--- config.mk ---
export PLATFORM = sky130hd
export DESIGN_NAME = amp_mode_pwm_control
export DESIGN_NICKNAME = d
export VERILOG_FILES = /design/src/amp_ctrl_pkg.sv /design/src/pwm_rate_gen.sv /design/src/amp_mode_pwm_control.sv
export SDC_FILE = /design/constraint.sdc
export NUM_CORES = 1
export LEC_CHECK = 0
export BUFFER_PORTS_ARGS = -buffer_cell sky130_fd_sc_hd__buf_4
export CAP_MARGIN = 20
export CORE_MARGIN = 5
export CORE_UTILIZATION = 32
export DETAILED_ROUTE_END_ITERATION = 10
export GPL_ROUTABILITY_DRIVEN = 0
export REMOVE_ABC_BUFFERS = 1
export SLEW_MARGIN = 20
export SYNTH_ARGS = -nofsm -noshare
export SYNTH_HDL_FRONTEND = slang
export SYNTH_SLANG_ARGS = --single-unit
--- constraint.sdc ---
create_clock -name ref_clk -period 13.55 [get_ports ref_clk]
set_input_delay 1.355 -clock ref_clk [delete_from_list [all_inputs] [get_ports ref_clk]]
set_output_delay 1.355 -clock ref_clk [all_outputs]
set_load 0.01 [all_outputs]
--- src/amp_ctrl_pkg.sv ---
package amp_ctrl_pkg;

  // switching-rate field and multiples per code (single-speed)
  localparam int RATE_W = 3;
  localparam int MULT_W = 5;
  localparam logic [MULT_W-1:0] MULT_C0 = 5'h06;
  localparam logic [MULT_W-1:0] MULT_C1 = 5'h08;
  localparam logic [MULT_W-1:0] MULT_C2 = 5'h0A;
  localparam logic [MULT_W-1:0] MULT_C3 = 5'h0C;
  localparam logic [MULT_W-1:0] MULT_C4 = 5'h0E;
  localparam logic [MULT_W-1:0] MULT_C5 = 5'h10;
  localparam logic [MULT_W-1:0] MULT_C6 = 5'h14;
  localparam logic [MULT_W-1:0] MULT_C7 = 5'h18;

  // frame period measurement width in ref_clk cycles
  localparam int PER_W = 16;

  // over-current limit scale codes
  localparam logic [1:0] OC_SCALE_100 = 2'h0;
  localparam logic [1:0] OC_SCALE_75 = 2'h1;
  localparam logic [1:0] OC_SCALE_50 = 2'h2;
  localparam logic [1:0] OC_SCALE_25 = 2'h3;
  localparam int CUR_W = 12;

  // volume ramp: one 0.5 dB code step per eight frames
  localparam int VOL_W = 8;
  localparam logic [VOL_W-1:0] VOL_MUTE = 8'h00;
  localparam logic [2:0] RAMP_FRAMES_LAST = 3'h7;
  localparam logic [VOL_W-1:0] VOL_RESET = 8'h00;

  // analog wake-up time before the stage may switch
  localparam int CLK_PERIOD_NS = 25;
  localparam int POWERUP_TIME_NS = 10000;
  localparam int POWERUP_CYC = (POWERUP_TIME_NS + CLK_PERIOD_NS - 1) / CLK_PERIOD_NS;
  localparam int PWRUP_W = 10;

  // mode sequencer, one-hot
  typedef enum logic [6:0] {
    ST_SHUTDOWN = 7'b0000001,
    ST_POWERUP = 7'b0000010,
    ST_SLEEP = 7'b0000100,
    ST_ACTIVE = 7'b0001000,
    ST_RAMP_DOWN = 7'b0010000,
    ST_STOP_SW = 7'b0100000,
    ST_HIZ = 7'b1000000
  } mode_t;

endpackage

--- src/pwm_rate_gen.sv ---
`timescale 1ns/100ps
module pwm_rate_gen
  import amp_ctrl_pkg::*;
(
  input wire logic ref_clk,
  input wire logic rst_n,
  input wire logic frame_strobe,     // one pulse per audio frame
  input wire logic [MULT_W-1:0] mult, // ticks wanted per frame
  input wire logic run,               // stage switching enabled
  output logic pwm_tick               // one switching period start
);

  logic [PER_W-1:0] cnt_r;    // cycles since last frame
  logic [PER_W-1:0] period_r; // last measured frame period
  logic [PER_W-1:0] acc_r;    // phase accumulator
  logic [PER_W:0] sum;

  assign sum = {1'b0, acc_r} + {{(PER_W + 1 - MULT_W){1'b0}}, mult};

  ////////////////////////////////////////////////////////////////////////
  // frame period measurement
  always_ff @(posedge ref_clk) begin
    if (!rst_n) begin
      cnt_r <= '0;
      period_r <= '0;
    end else if (frame_strobe) begin
      period_r <= cnt_r + 16'h0001;
      cnt_r <= '0;
    end else if (cnt_r != 16'hFFFF) begin
      cnt_r <= cnt_r + 16'h0001; // saturate if frames stop
    end
  end

  ////////////////////////////////////////////////////////////////////////
  // accumulator: exactly mult ticks per frame, realigned on every frame
  always_ff @(posedge ref_clk) begin
    if (!rst_n) begin
      acc_r <= '0;
      pwm_tick <= 1'b0;
    end else if (!run) begin
      acc_r <= '0;
      pwm_tick <= 1'b0;
    end else if (frame_strobe) begin
      acc_r <= '0;      // phase lock to the frame edge
      pwm_tick <= 1'b1;
    end else if (period_r != '0 && sum >= {1'b0, period_r}) begin
      acc_r <= PER_W'(sum - {1'b0, period_r});
      pwm_tick <= 1'b1;
    end else begin
      acc_r <= sum[PER_W-1:0];
      pwm_tick <= 1'b0;
    end
  end

endmodule

--- src/amp_mode_pwm_control.sv ---
`timescale 1ns/100ps
// Functional notes
// - switching rate is frame-locked integer multiple
// - rate select is a 3-bit field
// - codes select 6,8,10,12,14,16,20,24
// - double speed halves each multiple
// - over-current raises a latching fault
// - limit scale selects 100/75/50/25 percent
// - shutdown when pin low or bit clear
// - shutdown powers stage down, outputs hi-z
// - control interface and settings survive shutdown
// - exit needs pin high and bit set
// - sleep clear on exit starts switching
// - mute clear on exit ramps volume up
// - shutdown in playback: ramp, stop, hi-z, off
// - ramp 0.5 dB per eight frames
// - sleep stops switching, keeps faults, stays powered
// - over-current enters sleep, sets error flag
// - only shutdown toggle clears fault flags
module amp_mode_pwm_control
  import amp_ctrl_pkg::*;
(
  input wire logic ref_clk,
  input wire logic rst_n,
  input wire logic shutdown_n,                  // shutdown pin, low = shutdown
  input wire logic shutdown_bit,                // control bit, 0 = shutdown
  input wire logic sleep_bit,
  input wire logic mute_bit,
  input wire logic [RATE_W-1:0] pwm_rate_sel,
  input wire logic double_speed,                // 88.2/96 kHz frames
  input wire logic [1:0] overcurrent_limit_scale,
  input wire logic [VOL_W-1:0] volume_setting,  // programmed level
  input wire logic frame_strobe,                // one pulse per sample frame
  input wire logic [CUR_W-1:0] load_current,    // sampled stage current
  input wire logic [CUR_W-1:0] nominal_limit,   // full-scale trip level
  input wire logic overtemp_event,
  input wire logic dc_detect_event,
  output logic analog_power_en,
  output logic stage_switch_en,
  output logic outputs_hiz,
  output logic pwm_tick,
  output logic [VOL_W-1:0] volume_level,
  output logic overcurrent_error_flag,
  output logic overtemp_error_flag,
  output logic dc_error_flag,
  output logic [6:0] mode_state
);

  ////////////////////////////////////////////////////////////////////////
  // declarations
  logic pin_meta_r;            // first sync stage, read by sync_r only
  logic pin_sync_r;            // synchronised shutdown pin
  logic sd_req;                // combined shutdown request
  logic sd_req_d_r;            // previous request, for entry edge
  logic fault_any;             // any latched fault present
  logic oc_trip;               // current above scaled limit
  logic [CUR_W-1:0] oc_limit;  // scaled limit
  logic [MULT_W-1:0] mult_single;
  logic [MULT_W-1:0] mult;
  mode_t state_r;
  mode_t state_nxt;
  logic [PWRUP_W-1:0] pwrup_cnt_r;
  logic [2:0] frame_cnt_r;     // frames since last ramp step
  logic [VOL_W-1:0] vol_r;
  logic [VOL_W-1:0] vol_target;
  logic ramp_step;

  ////////////////////////////////////////////////////////////////////////
  // shutdown pin synchroniser and request
  always_ff @(posedge ref_clk) begin
    if (!rst_n) begin
      pin_meta_r <= 1'b0;
      pin_sync_r <= 1'b0;
    end else begin
      pin_meta_r <= shutdown_n;
      pin_sync_r <= pin_meta_r;
    end
  end

  // either source low asks for shutdown
  assign sd_req = ~pin_sync_r | ~shutdown_bit;

  // entry edge of the request, used to clear latched faults
  always_ff @(posedge ref_clk) begin
    if (!rst_n) begin
      sd_req_d_r <= 1'b1;
    end else begin
      sd_req_d_r <= sd_req;
    end
  end

  ////////////////////////////////////////////////////////////////////////
  // switching-rate multiple
  always_comb begin
    case (pwm_rate_sel)
      3'h0: mult_single = MULT_C0;
      3'h1: mult_single = MULT_C1;
      3'h2: mult_single = MULT_C2;
      3'h3: mult_single = MULT_C3;
      3'h4: mult_single = MULT_C4;
      3'h5: mult_single = MULT_C5;
      3'h6: mult_single = MULT_C6;
      default: mult_single = MULT_C7;
    endcase
  end

  // frames twice as fast need half the ticks for the same frequency
  assign mult = double_speed ? (mult_single >> 1) : mult_single;

  pwm_rate_gen u_rate (
    .ref_clk(ref_clk),
    .rst_n(rst_n),
    .frame_strobe(frame_strobe),
    .mult(mult),
    .run(stage_switch_en),
    .pwm_tick(pwm_tick)
  );

  ////////////////////////////////////////////////////////////////////////
  // over-current detection
  always_comb begin
    case (overcurrent_limit_scale)
      OC_SCALE_100: oc_limit = nominal_limit;
      OC_SCALE_75: oc_limit = nominal_limit - (nominal_limit >> 2);
      OC_SCALE_50: oc_limit = nominal_limit >> 1;
      OC_SCALE_25: oc_limit = nominal_limit >> 2;
      default: oc_limit = nominal_limit;
    endcase
  end

  // only judged while the stage is switching; it carries no current otherwise
  assign oc_trip = stage_switch_en && (load_current > oc_limit);

  ////////////////////////////////////////////////////////////////////////
  // latched faults: set wins over the clearing edge
  always_ff @(posedge ref_clk) begin
    if (!rst_n) begin
      overcurrent_error_flag <= 1'b0;
      overtemp_error_flag <= 1'b0;
      dc_error_flag <= 1'b0;
    end else begin
      if (oc_trip) begin
        overcurrent_error_flag <= 1'b1;
      end else if (sd_req && !sd_req_d_r) begin
        overcurrent_error_flag <= 1'b0;
      end
      if (overtemp_event) begin
        overtemp_error_flag <= 1'b1;
      end else if (sd_req && !sd_req_d_r) begin
        overtemp_error_flag <= 1'b0;
      end
      if (dc_detect_event) begin
        dc_error_flag <= 1'b1;
      end else if (sd_req && !sd_req_d_r) begin
        dc_error_flag <= 1'b0;
      end
    end
  end

  assign fault_any = overcurrent_error_flag | overtemp_error_flag | dc_error_flag;

  ////////////////////////////////////////////////////////////////////////
  // mode sequencer next state
  always_comb begin
    state_nxt = state_r;
    case (state_r)
      ST_SHUTDOWN: begin
        if (!sd_req) begin
          state_nxt = ST_POWERUP;
        end
      end
      ST_POWERUP: begin
        if (sd_req) begin
          state_nxt = ST_HIZ;
        end else if (pwrup_cnt_r == PWRUP_W'(POWERUP_CYC - 1)) begin
          // faults still latched keep the stage quiet
          state_nxt = (sleep_bit || fault_any) ? ST_SLEEP : ST_ACTIVE;
        end
      end
      ST_SLEEP: begin
        if (sd_req) begin
          state_nxt = ST_HIZ;
        end else if (!sleep_bit && !fault_any) begin
          state_nxt = ST_ACTIVE;
        end
      end
      ST_ACTIVE: begin
        if (sd_req) begin
          state_nxt = ST_RAMP_DOWN;
        end else if (sleep_bit || fault_any) begin
          state_nxt = ST_SLEEP; // hard mute
        end
      end
      ST_RAMP_DOWN: begin
        if (fault_any) begin
          state_nxt = ST_STOP_SW; // no ramp into a fault
        end else if (vol_r == VOL_MUTE) begin
          state_nxt = ST_STOP_SW;
        end
      end
      ST_STOP_SW: state_nxt = ST_HIZ;
      ST_HIZ: state_nxt = ST_SHUTDOWN;
      default: state_nxt = ST_SHUTDOWN;
    endcase
  end

  // state register; reset parks in shutdown
  always_ff @(posedge ref_clk) begin
    if (!rst_n) begin
      state_r <= ST_SHUTDOWN;
    end else begin
      state_r <= state_nxt;
    end
  end

  // power-up wait counter
  always_ff @(posedge ref_clk) begin
    if (!rst_n) begin
      pwrup_cnt_r <= '0;
    end else if (state_r == ST_POWERUP) begin
      pwrup_cnt_r <= pwrup_cnt_r + 10'h001;
    end else begin
      pwrup_cnt_r <= '0;
    end
  end

  ////////////////////////////////////////////////////////////////////////
  // mode outputs, registered from the next state
  // settings are inputs held outside, so shutdown never disturbs them
  always_ff @(posedge ref_clk) begin
    if (!rst_n) begin
      analog_power_en <= 1'b0;
      stage_switch_en <= 1'b0;
      outputs_hiz <= 1'b1;
    end else begin
      analog_power_en <= (state_nxt != ST_SHUTDOWN);
      stage_switch_en <= (state_nxt == ST_ACTIVE) || (state_nxt == ST_RAMP_DOWN);
      outputs_hiz <= (state_nxt == ST_SHUTDOWN) || (state_nxt == ST_HIZ);
    end
  end

  assign mode_state = state_r;

  ////////////////////////////////////////////////////////////////////////
  // volume ramp
  assign vol_target = (state_r == ST_ACTIVE && !mute_bit) ? volume_setting : VOL_MUTE;
  assign ramp_step = frame_strobe && (frame_cnt_r == RAMP_FRAMES_LAST);

  // eight-frame pacing
  always_ff @(posedge ref_clk) begin
    if (!rst_n) begin
      frame_cnt_r <= '0;
    end else if (frame_strobe) begin
      frame_cnt_r <= frame_cnt_r + 3'h1;
    end
  end

  // one 0.5 dB code per step; sleep and off drop to mute at once
  always_ff @(posedge ref_clk) begin
    if (!rst_n) begin
      vol_r <= VOL_RESET;
    end else if (state_r != ST_ACTIVE && state_r != ST_RAMP_DOWN) begin
      vol_r <= VOL_MUTE; // hard mute while not playing
    end else if (ramp_step && vol_r < vol_target) begin
      vol_r <= vol_r + 8'h01;
    end else if (ramp_step && vol_r > vol_target) begin
      vol_r <= vol_r - 8'h01;
    end
  end

  assign volume_level = vol_r;

endmodule

== After elaboration in Yosys (flattened, before gate mapping) ==
Cells that the tools add are included.
W data, S select, Z words.

* Add/sub/neg operators: 8
* Magnitude comparators: 4
* Equality and inequality tests: 25
* Mux-type cells: 24
* Bitwise logic cells: 7
* Reduce and logical (&&, ||, !) cells: 29

{| class="wikitable"
|+ Operator list
! cell !! count
|-
| $mux W7 || 9
|-
| $pmux W12 S4 || 1
|-
| $pmux W7 S6 || 1
|-
| $pmux W5 S7 || 1
|-
| $mux W8 || 3
|-
| $add A16 B5 Y17 || 1
|-
| $ge A17 B16 Y1 || 1
|-
| $add A16 B1 Y16 const B || 1
|-
| $mux W16 || 1
|-
| $ne A16 B16 Y1 const B || 1
|-
| $reduce_bool A16 Y1 || 1
|-
| $sub A16 B16 Y16 || 1
|-
| $eq A7 B1 Y1 const B || 2
|-
| $eq A7 B4 Y1 const B || 2
|-
| $eq A7 B5 Y1 const B || 2
|-
| $eq A3 B3 Y1 const B || 4
|-
| $gt A12 B12 Y1 || 1
|-
| $sub A12 B10 Y12 || 1
|-
| $add A10 B1 Y10 const B || 1
|-
| $eq A10 B9 Y1 const B || 1
|-
| $logic_and A1 B1 Y1 || 9
|-
| $add A8 B1 Y8 const B || 1
|-
| $gt A8 B8 Y1 || 1
|-
| $logic_not A8 Y1 || 1
|-
| other kinds (27) || 49
|}

* Register bits after elaboration: 86
* Word-level logic and storage cells: 114

== Logic depth before layout (Yosys ltp) ==
Gate-level depths: netlist (run 1).

* Depth after elaboration: 9
* Gate-level depth with buffers: 22
* Gate-level depth less buffers: 19

== Cells and area by module ==
Synthesis (run 1) repeated with hierarchy kept, for this count alone.

* Cells, all modules: 757
* Area, all modules: 6394.9 sq um

{| class="wikitable"
|+ By module, submodules not included
! module !! instances !! cells an instance !! area an instance (sq um) !! seq. area each (sq um)
|-
| pwm_rate_gen || 1 || 387 || 3263.1 || 980.9
|-
| amp_mode_pwm_control || 1 || 370 || 3131.8 || 740.7
|}

== Least setup slack after synthesis (run 1) ==
Ideal clock, no wire load.

* Path kind: in2reg
* Start point: in pwm_rate_sel[1]
* End point: reg u_rate.acc_r[1]
* Setup time: 124 ps
* Arrival: 5120 ps
* Data required time: 13426 ps
* Setup slack: 8306 ps
* Cell stages on the path: 22
* Buffers on the path: 3
* Path through: clkbuf_1 -> nor2b_1 -> mux2_2 -> nand2_1 -> o21ai_0 -> inv_1 -> fa_1 -> nand3b_1 -> a21boi_1 -> o211a_1 -> nand3_1 -> xnor2_1 -> ha_1 -> buf_2 -> a211oi_2 -> o21ai_1 -> a21o_1 -> a221o_1 -> a21o_1 -> buf_2 -> a21oi_1 -> nor3_2

* Cells in the longest elaborated chain, start to end: 7

{| class="wikitable"
|+ RTL lines
! what !! line !! text
|-
| start: declaration || amp_mode_pwm_control.sv:29 || <nowiki>input wire logic [RATE_W-1:0] pwm_rate_sel,</nowiki>
|-
| $eq A3 B3 Y1 (tied with other cells) || amp_mode_pwm_control.sv:95 || <nowiki>case (pwm_rate_sel)</nowiki>
|-
| $pmux W5 S7 * || amp_mode_pwm_control.sv:95 ||
|-
| $mux W5 * || amp_mode_pwm_control.sv:108 || <nowiki>assign mult = double_speed ? (mult_single >> 1) : mult_single;</nowiki>
|-
| $add A16 B5 Y17 * || pwm_rate_gen.sv:18 || <nowiki>assign sum = {1'b0, acc_r} + {{(PER_W + 1 - MULT_W){1'b0}}, mult};</nowiki>
|-
| $ge A17 B16 Y1 || pwm_rate_gen.sv:46 || <nowiki>end else if (period_r != '0 && sum >= {1'b0, period_r}) begin</nowiki>
|-
| $logic_and A1 B1 Y1 || pwm_rate_gen.sv:46 ||
|-
| $mux W16 * || pwm_rate_gen.sv:46 ||
|-
| end signal: assignment || pwm_rate_gen.sv:47 || <nowiki>acc_r <= PER_W'(sum - {1'b0, period_r});</nowiki>
|-
| end signal: assignment || pwm_rate_gen.sv:50 || <nowiki>acc_r <= sum[PER_W-1:0];</nowiki>
|-
| end: declaration || pwm_rate_gen.sv:15 || <nowiki>logic [PER_W-1:0] acc_r;</nowiki>
|}

Mark *: on every way between the ends. The rest lies on a longest branch, timed or not.
A chain may end at the register's enable or synchronous reset.

== Final worst setup path (run 1) ==
* Start point: in pwm_rate_sel[0]
* End point: reg u_rate.pwm_tick

* Cells in the longest elaborated chain, start to end: 8

{| class="wikitable"
|+ RTL lines
! what !! line !! text
|-
| $eq A3 B3 Y1 (tied with other cells) || amp_mode_pwm_control.sv:95 ||
|-
| $pmux W5 S7 * || amp_mode_pwm_control.sv:95 ||
|-
| $mux W5 * || amp_mode_pwm_control.sv:108 ||
|-
| $add A16 B5 Y17 * || pwm_rate_gen.sv:18 ||
|-
| $ge A17 B16 Y1 * || pwm_rate_gen.sv:46 ||
|-
| $logic_and A1 B1 Y1 * || pwm_rate_gen.sv:46 ||
|-
| $mux W1 * || pwm_rate_gen.sv:46 ||
|-
| $mux W1 * || pwm_rate_gen.sv:43 || <nowiki>end else if (frame_strobe) begin</nowiki>
|-
| end signal: assignment || pwm_rate_gen.sv:42 || <nowiki>pwm_tick <= 1'b0;</nowiki>
|-
| end signal: assignment || pwm_rate_gen.sv:45 || <nowiki>pwm_tick <= 1'b1;</nowiki>
|-
| end signal: assignment || pwm_rate_gen.sv:48 || <nowiki>pwm_tick <= 1'b1;</nowiki>
|-
| end: declaration || pwm_rate_gen.sv:10 || <nowiki>output logic pwm_tick</nowiki>
|}

Marked as above.

==> results.yml, run 1 <==
sta:
  worst_slew_pin_slew_ns: 0.7146
  rsz0062_at_grt: "no"
  clock_skew_ns: 0.009446
  setup_tns_ns: 0
  finalHoldViolations: 0
  max_freq_ghz: 0.1799
  finalSetupViolCount: 0
  drv_slew: 0
  max_slew_margin_pct: 51.92
  fin_crit_ns: 5.560
  post-route-period-util_pct: 41.03
global_routing:
  grt_pass1_vias: 5192
  grt_pass1_wl_um: 24500
  grt_remaining_overflow: 0
  antenna_found_initial: 0
  gr-usage-all-layers_pct: 13.13
  grt_max_degree: 40
clock_network:
  cts_buffers: 9
  clkSinkCount: 86
  cts_hold_buf: 0
  htree_levels: 3
  cts_resized: 0
  clk_pin_slew_ns: 0.06
  root_buffer: "clkbuf_16"
  post-cts-setup-buffers: 0
  cts_tree: "yes"
  clock_tree.buffer_depth: 2
  worstSkewPairLatency_ns: 0.34
setup_path:
  slowest_stage: "a21oi_2"
  arrival_ns: 5.78
  slowest_delay_ns: 0.56
  timing.rr.start: "mode_state[5]"
  cp.buffers_inverters: 1
  rr_worst_depth: 19
  reg2reg_to: "volume_level[7]"
  path_cells: "buf_4, xor2_1, a221oi_1, ha_1, a21o_1, a221oi_1, nand3b_1, xnor2_1, ha_1, and3_1, a221o_1, a21oi_2, o31ai_2, a21oi_2, nor2_1, o211a_1"
  required_ns: 13.77
  critPathTopFamily: "compound AO/OA/AOI/OAI gates"
  startpoint_type: "input port"
  rrSetupSlack_ns: 8.55
  endpoint_kind: "flop"
  worstSetupPathType: "input port to flop"
  crit_path_max_fanout: 14
synth:
  synth.distinct_cells: 66
  yosysTopAreaCellShare_pct: 27.42
  muxShareOfSynthArea_pct: 4.961
  synth_top_family_by_area: "simple AND/OR/NAND/NOR gates"
  syn-instance-count: 747
  synth_edf_count: 0
  yosys_warnings: 0
  synth_most_common_cell: "dfxtp_1"
  synth_xor_area_share_pct: 9.344
  yosysSeqAreaShare_pct: 27.42
  synth-main-ff-cell: "dfxtp_1"
  synth_area_per_cell_sq_um: 8.407
  synth_top_cells_by_area: "dfxtp_1 (27%), ha_1 (12%), xnor2_1 (4.9%), xor2_1 (4.5%), a21oi_1 (4.1%)"
  synthTopCellsByCount: "dfxtp_1 (86), ha_1 (62), a21oi_1 (52), inv_1 (52), nor2_1 (52)"
  syn_area_sq_um: 6280
  synth-seq-cells: 86
  synth-compound-area-share_pct: 19.15
  async_reset_ff_share_pct: 0
  synth_top_area_cell: "dfxtp_1"
  synth-adder-area-share_pct: 13.63
  synthSimpleGateAreaFrac_pct: 20.44
power:
  power.leakage_nw: 3.229
  swShare_pct: 27.43
  clkPwrFrac_pct: 38.9
  p_seq_share_pct: 41.4
  total_power_mw: 0.6322
  p_comb_share_pct: 19.7
  powerDensity_nw_per_um2: 86.68
  ir_worst_vdd_mv: 0.04558
  power_switching_mw: 0.1734
  intPower_mw: 0.4588
job:
  max_cap_violations: 0
drt:
  wl_um: 14350
  drt.antenna.violating_nets: 0
  wire_per_inst_um: 13.41
  vias_per_cell: 4.986
  firstDrtPassIters: 4
  vias: 5335
  drt_iter0_drc: 210
  drc_errors: 0
floorplanning:
  die_x_um: 150.1
  die_area_sq_um: 22530
  std_cell_rows: 51
  start_util_pct: 32.37
  ios: 69
  core_sq_um: 19400
  fp.dieH_um: 150.1
final_layout:
  nNetsFinal: 914
  syn2layout_area_growth_pct: 16.14
  drive_above_1_share_pct: 13.04
  fin_util_pct: 37.60
  diodes: 0
worst_hold_path:
  min_path_cells: 1
  hold-path-endpoint: "pin_sync_r"
  hp-class: "flop to flop"
  worstHoldStart: "pin_meta_r"
place:
  io_buffers: 68
  dp_hpwl_um: 11390
outcome:
  status: "finished, final reports clean"
## power by group through the flow
stage	Sequential (mW)	Combinational [mW]	Clock [mW]
2_1_floorplan	0.267	0.0852	0
3_3_place_gp	0.267	0.123	0
3_5_place_dp	0.267	0.124	0
4_1_cts	0.262	0.125	0.253
5_1_grt	0.262	0.140	0.264
6_report	0.262	0.125	0.246
## through the flow
step / setup WS (ns) / cells / instance area (sq um) / hold WS [ns]
6_report: 7.990 / 1070 / 7293 / 0.4369
5_1_grt: 7.645 / 1070 / 7293 / 0.4634
4_1_cts: 8.021 / 1070 / 7293 / 0.4391
3_5_place_dp: 7.685 / 1055 / 6999 / 0.4256
3_3_place_gp: 7.812 / 1055 / 6999 / 0.4317
2_1_floorplan: 8.440 / 722 / 6157 / 0.4118
## routing by layer
metal | wire, um | vias to the layer above | share of wire (%) | GRT usage, %
met2 | 6600 | 91 | 46 | 21.74
met4 | 199 | 0 | 1.4 | 3.980
met1 | 6968 | 2431 | 49 | 17.43
li1 | - | 2799 | - | -
met3 | 582 | 14 | 4.1 | 2.362
met5 | 0 | - | 0 | 0
## worst reg2reg max path: cells and delay by family (launching register included)
family                   cells  cell delay, ns
AO/OA/AOI/OAI                7            1.37
flip-flops                   1            0.35
XOR/XNOR                     1            0.16
adder cells (fa/ha/maj)      2            0.70
AND/OR/NAND/NOR              9            2.28
## cell families (layout without fill, tap and decap cells)
group | after synthesis | count (layout)
and+or+nand+nor | 248 | 248
AOI/OAI and AO/OA | 182 | 182
DFF | 86 | 86
buffers and inverters | 77 | 135
xor gates and xnor gates | 67 | 67
adders and majority gates | 66 | 66
muxes | 21 | 21
## final cells by class
cell class	count	area, sq um
flip-flops and latches	86	1722
multi-input cells	584	4240
clock buffers	9	225.2
repair buffers	68	510.5
inverters	52	195.2
well taps	265	331.6
fillers	2046	12110
clock inverters	6	68.82
## worst max-delay path by stage
stage / start / endpoint / slack [ns] / cells after the start
2_1_floorplan: pwm_rate_sel[1] / u_rate.pwm_tick / 8.44 / 17
3_3_place_gp: pwm_rate_sel[1] / u_rate.pwm_tick / 7.81 / 18
3_5_place_dp: pwm_rate_sel[1] / u_rate.pwm_tick / 7.68 / 18
4_1_cts: pwm_rate_sel[0] / u_rate.pwm_tick / 8.02 / 16
5_1_grt: pwm_rate_sel[1] / u_rate.pwm_tick / 7.64 / 20
6_report: pwm_rate_sel[0] / u_rate.pwm_tick / 7.99 / 16
## cells in the final DEF, fill, tap and decap left out, drive strengths merged, types with 3 or more instances in the layout
cell type  netlist  routed
dfxtp           86      86
buf              6      68
ha              62      62
inv             52      54
a21oi           54      54
nor2            52      52
nand2           50      50
o21ai           42      42
xnor2           35      35
xor2            32      32
nand3           31      31
and3            17      17
nand4           16      16
a21o            16      16
nor2b           16      16
o211a           14      14
nor3            14      14
nand2b          13      13
mux2i           12      12
and2            12      12
nor4            12      12
clkbuf          19       9
o211ai           9       9
o21a             8       8
mux4             8       8
a31oi            8       8
a211oi           7       7
fa               4       4
or3              3       3
nand3b           3       3
a221oi           3       3
## registers in the layout, indices dropped and copies added (netlist names)
register and cells:
u_rate.acc_r 16, u_rate.cnt_r 16, u_rate.period_r 16, pwrup_cnt_r 10, volume_level 8, mode_state 7
frame_cnt_r 3, analog_power_en 1, dc_error_flag 1, outputs_hiz 1, overcurrent_error_flag 1, overtemp_error_flag 1
pin_meta_r 1, pin_sync_r 1, sd_req_d_r 1, stage_switch_en 1, u_rate.pwm_tick 1
Power figures use the tool's default switching activity.
==> run 2: changes to the inputs <==
Settings changed: ABC_AREA set to 1.
Clock period 13.55 ns to 5.6 ns, I/O delays scaled along.
==> run 2 against run 1 <==
Net effect: critical path depth rose by 11; design area rose by 4.9%; worst setup slack got worse by 6.5 ns; final cell count rose by 23%; combinational power rose by 110%; critical endpoint is now u_rate.acc_r[12]; sequential share of layout area fell by 1.1 points; non-clock buffer count rose by 1; highest routed layer unchanged; synthesized cell count rose by 31%.
==> results.yml, run 2 <==
synth:
  synth_most_common_cell: "nand2_1"
  yosysTopAreaCellShare_pct: 26.29
  yosys_warnings: 0
  synth_top_cells_by_area: "dfxtp_1 (26%), nand2_1 (12%), ha_1 (12%), inv_1 (8.1%), nand3_1 (5.5%)"
  synth_top_area_cell: "dfxtp_1"
  synthTopCellsByCount: "nand2_1 (209), inv_1 (142), nor2_1 (96), dfxtp_1 (86), nand3_1 (72)"
  syn_area_sq_um: 6549
  syn-instance-count: 977
  async_reset_ff_share_pct: 0
  synth_edf_count: 0
  yosysSeqAreaShare_pct: 26.29
  synth-main-ff-cell: "dfxtp_1"
  synth-seq-cells: 86
  synth_area_per_cell_sq_um: 6.703
  synth.distinct_cells: 43
sta:
  drv_slew: 0
  worst_slew_pin_slew_ns: 0.8694
  fin_crit_ns: 4.071
  setup_tns_ns: 0
  clock_skew_ns: 0.007554
  finalSetupViolCount: 0
  max_slew_margin_pct: 41.98
  max_freq_ghz: 0.2457
  rsz0062_at_grt: "no"
  post-route-period-util_pct: 72.69
  finalHoldViolations: 0
final_layout:
  diodes: 0
  layout_commonest_cell: "nand2_1"
  drive_above_1_share_pct: 12.69
  reg_top3: "u_rate.acc_r x16, u_rate.cnt_r x16, u_rate.period_r x16"
  final_cell_mix: "nand2_1 (209), inv_1 (142), nor2_1 (96), dfxtp_1 (86), nand3_1 (72)"
  nNetsFinal: 1156
  nFillCells: 2178
  final_cell_area_sq_um: 7647
  syn2layout_area_growth_pct: 16.77
floorplanning:
  die_x_um: 153.1
  core_sq_um: 20170
  start_util_pct: 32.47
  ios: 69
  die_area_sq_um: 23430
  std_cell_rows: 52
  fp.dieH_um: 153.1
clock_network:
  worstSkewPairLatency_ns: 0.34
  clkSinkCount: 86
  cts_resized: 0
  cts_hold_buf: 0
  cts_tree: "yes"
  clock_tree.buffer_depth: 2
  clk_pin_slew_ns: 0.06
  post-cts-setup-buffers: 0
  htree_levels: 3
  cts_buffers: 9
  root_buffer: "clkbuf_16"
setup_path:
  startpoint_type: "input port"
  crit_path_max_fanout: 20
  arrival_ns: 4.34
  endpoint_kind: "flop"
  worstSetupPathType: "input port to flop"
  slowest_delay_ns: 0.42
  critPathTopFamily: "simple AND/OR/NAND/NOR gates"
  slowest_stage: "fa_1"
  required_ns: 5.87
  cp_common_cell: "nand2_1"
  cp.buffers_inverters: 4
place:
  io_buffers: 68
  dp_hpwl_um: 12770
  postPlaceCellArea_sq_um: 7323
drt:
  wire_per_inst_um: 12.03
  drt.antenna.violating_nets: 0
  wl_um: 15850
  vias: 6222
  vias_per_cell: 4.721
  drt_iter0_drc: 243
  firstDrtPassIters: 5
  drc_errors: 0
global_routing:
  use_met2_pct: 21.86
  met1_usage_pct: 17.45
  gr-usage-all-layers_pct: 13.28
  grt-busiest-layer: "met2"
  grt_max_degree: 26
  antenna_found_initial: 0
  grt_pass1_vias: 5826
  grt_remaining_overflow: 0
  met3_usage_pct: 2.545
  grt_pass1_wl_um: 26540
job:
  max_cap_violations: 0
power:
  ir_worst_vdd_mv: 0.1075
  powerDensity_nw_per_um2: 200.9
  p_seq_share_pct: 40.5
  p_comb_share_pct: 17.0
  clkPwrFrac_pct: 42.5
  swShare_pct: 26.73
  intPower_mw: 1.126
  power_switching_mw: 0.4107
  power.leakage_nw: 3.698
outcome:
  status: "finished, final reports clean"
worst_hold_path:
  hp-class: "input port to flop"
[run 2: changes by cell type after synthesis, moves of 16 or more]
cell     change
xnor2_1     -19
o21ai_0     +37
nand3_1     +41
nand2_1    +159
and3_1      -17
nor2_1      +44
nor2b_1     -16
inv_1       +90
[run 2: logic make-up after synthesis]
kind of cell | synth area share, %
flops | 26.29
compound gates | 14.71
xor+xnor | 4.948
buf+inv | 9.610
fa+ha+maj | 13.07
simple gates | 31.37
[run 2: layout make-up]
cell class	instances	area [sq um]	share of cell area, %
tap	270	337.8	4.418
clock buffer	11	242.7	3.174
clock inverter	5	81.33	1.063
timing repair buffer	69	518.0	6.774
inverter	146	548.0	7.166
multi-input combinational	731	4198	54.89
sequential	86	1722	22.51
[run 2: metrics by stage]
| stage | setup WS (ns) | util, % | power, mW | instances | hold WS (ns) |
|---|---|---|---|---|---|
| detailed placement | 1.197 | 36.31 | 0.8948 | 1302 | 0.4082 |
| finish | 1.529 | 37.92 | 1.536 | 1318 | 0.4000 |
| global route | 1.051 | 37.92 | 1.620 | 1318 | 0.4020 |
| CTS | 1.539 | 37.92 | 1.549 | 1318 | 0.3919 |
| global placement | 1.246 | 36.31 | 0.8954 | 1302 | 0.3951 |
| floorplan | 1.730 | - | 0.8119 | 963 | 0.3900 |
[run 2: power by group through the flow]
stage,combinational (mW),sequential [mW],clock [mW]
finish,0.261,0.622,0.653
global route,0.299,0.622,0.699
CTS,0.260,0.622,0.667
detailed placement,0.259,0.636,0
global placement,0.260,0.636,0
floorplan,0.176,0.636,0
[run 2: final timing paths]
kind,from,to,slack (ns),depth (start not counted)
worst min register to register,pin_meta_r,pin_sync_r,0.42,2
worst max-delay path,pwm_rate_sel[0],u_rate.acc_r[12],1.53,27
worst min-delay path,shutdown_n,pin_meta_r,0.40,3
worst max register to register,mode_state[4],volume_level[7],1.73,18
[run 2: per-layer routing]
layer	routed length [um]	share of wire [%]
met1	7621	48
met2	7313	46
met3	595	3.8
met4	320	2.0
met5	0	0
[run 2: worst min-delay path, cell delays in order]
cell and delay [ns]:
buf_4 0.08, nand2_1 0.04, inv_1 0.04
==> run 3: changes to the inputs <==
Settings changed: ABC_AREA 1 to 0.
Clock period 5.6 ns to 3.3 ns, I/O delays scaled along.
==> run 3 against run 2 <==
Net effect: the flow now finishes with violations (negative setup slack); largest cell class unchanged; via count is 2.0% lower; combinational power rose to 2.8 times the previous value; first-iteration DRC count is 4.9% higher; clock-buffer cell count down 1; hold slack worse by 0.19 ns; design area up 19%.
==> results.yml, run 3 (same netlist as run 1, synthesis figures left out) <==
worst_hold_path:
  min_path_cells: 3
  hp-class: "input port to flop"
  worstHoldStart: "overtemp_event"
  hold-path-endpoint: "overtemp_error_flag"
setup_path:
  crit_path_max_fanout: 4
  timing.rr.start: "mode_state[5]"
  slowest_stage: "o41ai_2"
  required_ns: 3.51
  critPathTopFamily: "simple AND/OR/NAND/NOR gates"
  reg2reg_to: "volume_level[7]"
  startpoint_type: "flop"
  path_depth: 19
  rrSetupSlack_ns: -0.67
  arrival_ns: 4.18
  slowest_delay_ns: 0.47
  worstSetupPathType: "flop to flop"
  path_cells: "or3_4, nor3_4, nand3b_1, nor2_4, nand2_2, ha_4, nor2b_4, o211ai_1, a21oi_2, nor3_4, nand3_4, buf_6, buf_4, ha_1, o41ai_2, o311a_1, o211ai_1, xor2_1, nor2_1"
  endpoint_kind: "flop"
  cp.buffers_inverters: 2
  rr_worst_depth: 19
final_layout:
  nNetsFinal: 1064
  layout_commonest_cell: "buf_4"
  final_cell_area_sq_um: 9125
  drive_above_1_share_pct: 36.09
  diodes: 0
  reg_top3: "u_rate.acc_r x16, u_rate.cnt_r x16, u_rate.period_r x16"
  fin_util_pct: 47.04
  stdcell_count: 1221
  nFillCells: 1865
  syn2layout_area_growth_pct: 45.31
  final_cell_mix: "buf_4 (199), dfxtp_1 (85), ha_1 (51), inv_1 (49), nor2_1 (48)"
floorplanning:
  fp.dieH_um: 150.1
  start_util_pct: 32.37
  die_x_um: 150.1
  core_sq_um: 19400
  ios: 69
  std_cell_rows: 51
  die_area_sq_um: 22530
clock_network:
  worstSkewPairLatency_ns: 0.34
  clkSinkCount: 86
  cts_buffers: 9
  cts_tree: "yes"
  cts_hold_buf: 0
  htree_levels: 3
  clk_pin_slew_ns: 0.07
  clock_tree.buffer_depth: 2
  root_buffer: "clkbuf_16"
global_routing:
  grt_pass1_wl_um: 28660
  antenna_found_initial: 0
  met1_usage_pct: 19.34
  grt-busiest-layer: "met2"
  grt_pass1_vias: 6172
  met3_usage_pct: 2.332
  grt_remaining_overflow: 0
  gr-usage-all-layers_pct: 15.40
  grt_max_degree: 39
  use_met2_pct: 27.33
sta:
  finalWorstSetupSlack_ns: -0.6705
  hold_ws_ns: 0.2127
  worst_slew_pin_slew_ns: 0.8269
  post-route-period-util_pct: 120.3
  max_slew_margin_pct: 44.87
  max_freq_ghz: 0.2519
  finalSetupViolCount: 24
  drv_slew: 0
  clock_skew_ns: 0.008111
  finalHoldViolations: 0
  setup_tns_ns: -10.70
  fin_crit_ns: 3.970
  rsz0062_at_grt: "yes"
drt:
  vias: 6099
  drt_iter0_drc: 255
  drt.antenna.violating_nets: 0
  wl_um: 17640
  drc_errors: 0
  wire_per_inst_um: 14.45
  vias_per_cell: 4.995
  firstDrtPassIters: 4
place:
  place_inst: 1165
  io_buffers: 68
  dp_hpwl_um: 12600
  postPlaceCellArea_sq_um: 7825
  dp_worst_setup_slack_ns: -1.241
power:
  power.leakage_nw: 4.137
  total_power_mw: 2.930
  powerDensity_nw_per_um2: 321.1
  ir_worst_vdd_mv: 0.1693
outcome:
  violations: "negative setup slack"
  status: "finished, violations left"
job:
  max_cap_violations: 0
[run 3: report_power, final]
group	internal (mW)	leakage (nW)	switching [mW]
Sequential	1.06	0.698	0.0162
Clock	0.680	0.162	0.456
Combinational	0.369	3.28	0.352
Total	2.11	4.14	0.824
[run 3: cell type report]
cell class	instances	area (sq um)	share of cell area, %
multi-input combinational	585	4837	53.01
sequential	86	1723	18.88
timing repair buffer	217	1709	18.73
tap	265	331.6	3.634
clock buffer	10	229.0	2.509
inverter	52	195.2	2.139
clock inverter	6	100.1	1.097
[run 3: metal layers]
metal  wire, um  share of wire [%]
met5          0                  0
met4        166               0.94
met1       8006                 45
met2       8967                 51
met3        500                2.8
[run 3: worst register-to-register path, cell delays in order, from the launching register on]
cell and delay [ns]:
dfxtp_2 0.32, or3_4 0.40, nor3_4 0.15, nand3b_1 0.19
nor2_4 0.16, nand2_2 0.08, ha_4 0.22, nor2b_4 0.12
o211ai_1 0.19, a21oi_2 0.12, nor3_4 0.24, nand3_4 0.15
buf_6 0.15, buf_4 0.13, ha_1 0.21, o41ai_2 0.47
o311a_1 0.24, o211ai_1 0.11, xor2_1 0.16, nor2_1 0.05
[run 3: timing repair]
item	CTS	global route
gates resized for setup	85	62
setup endpoints to repair	25	25
buffers inserted	31	13
gates cloned	1	0
pin swaps	55	72
[run 3: worst max path at each step]
stage / end / from / slack [ns]
5_1_grt: volume_level[7] / mode_state[5] / -0.97
3_3_place_gp: volume_level[7] / mode_state[5] / -1.28
6_report: volume_level[7] / mode_state[5] / -0.67
3_5_place_dp: volume_level[7] / mode_state[5] / -1.24
2_1_floorplan: volume_level[7] / mode_state[5] / -0.93
4_1_cts: volume_level[7] / mode_state[5] / -0.73
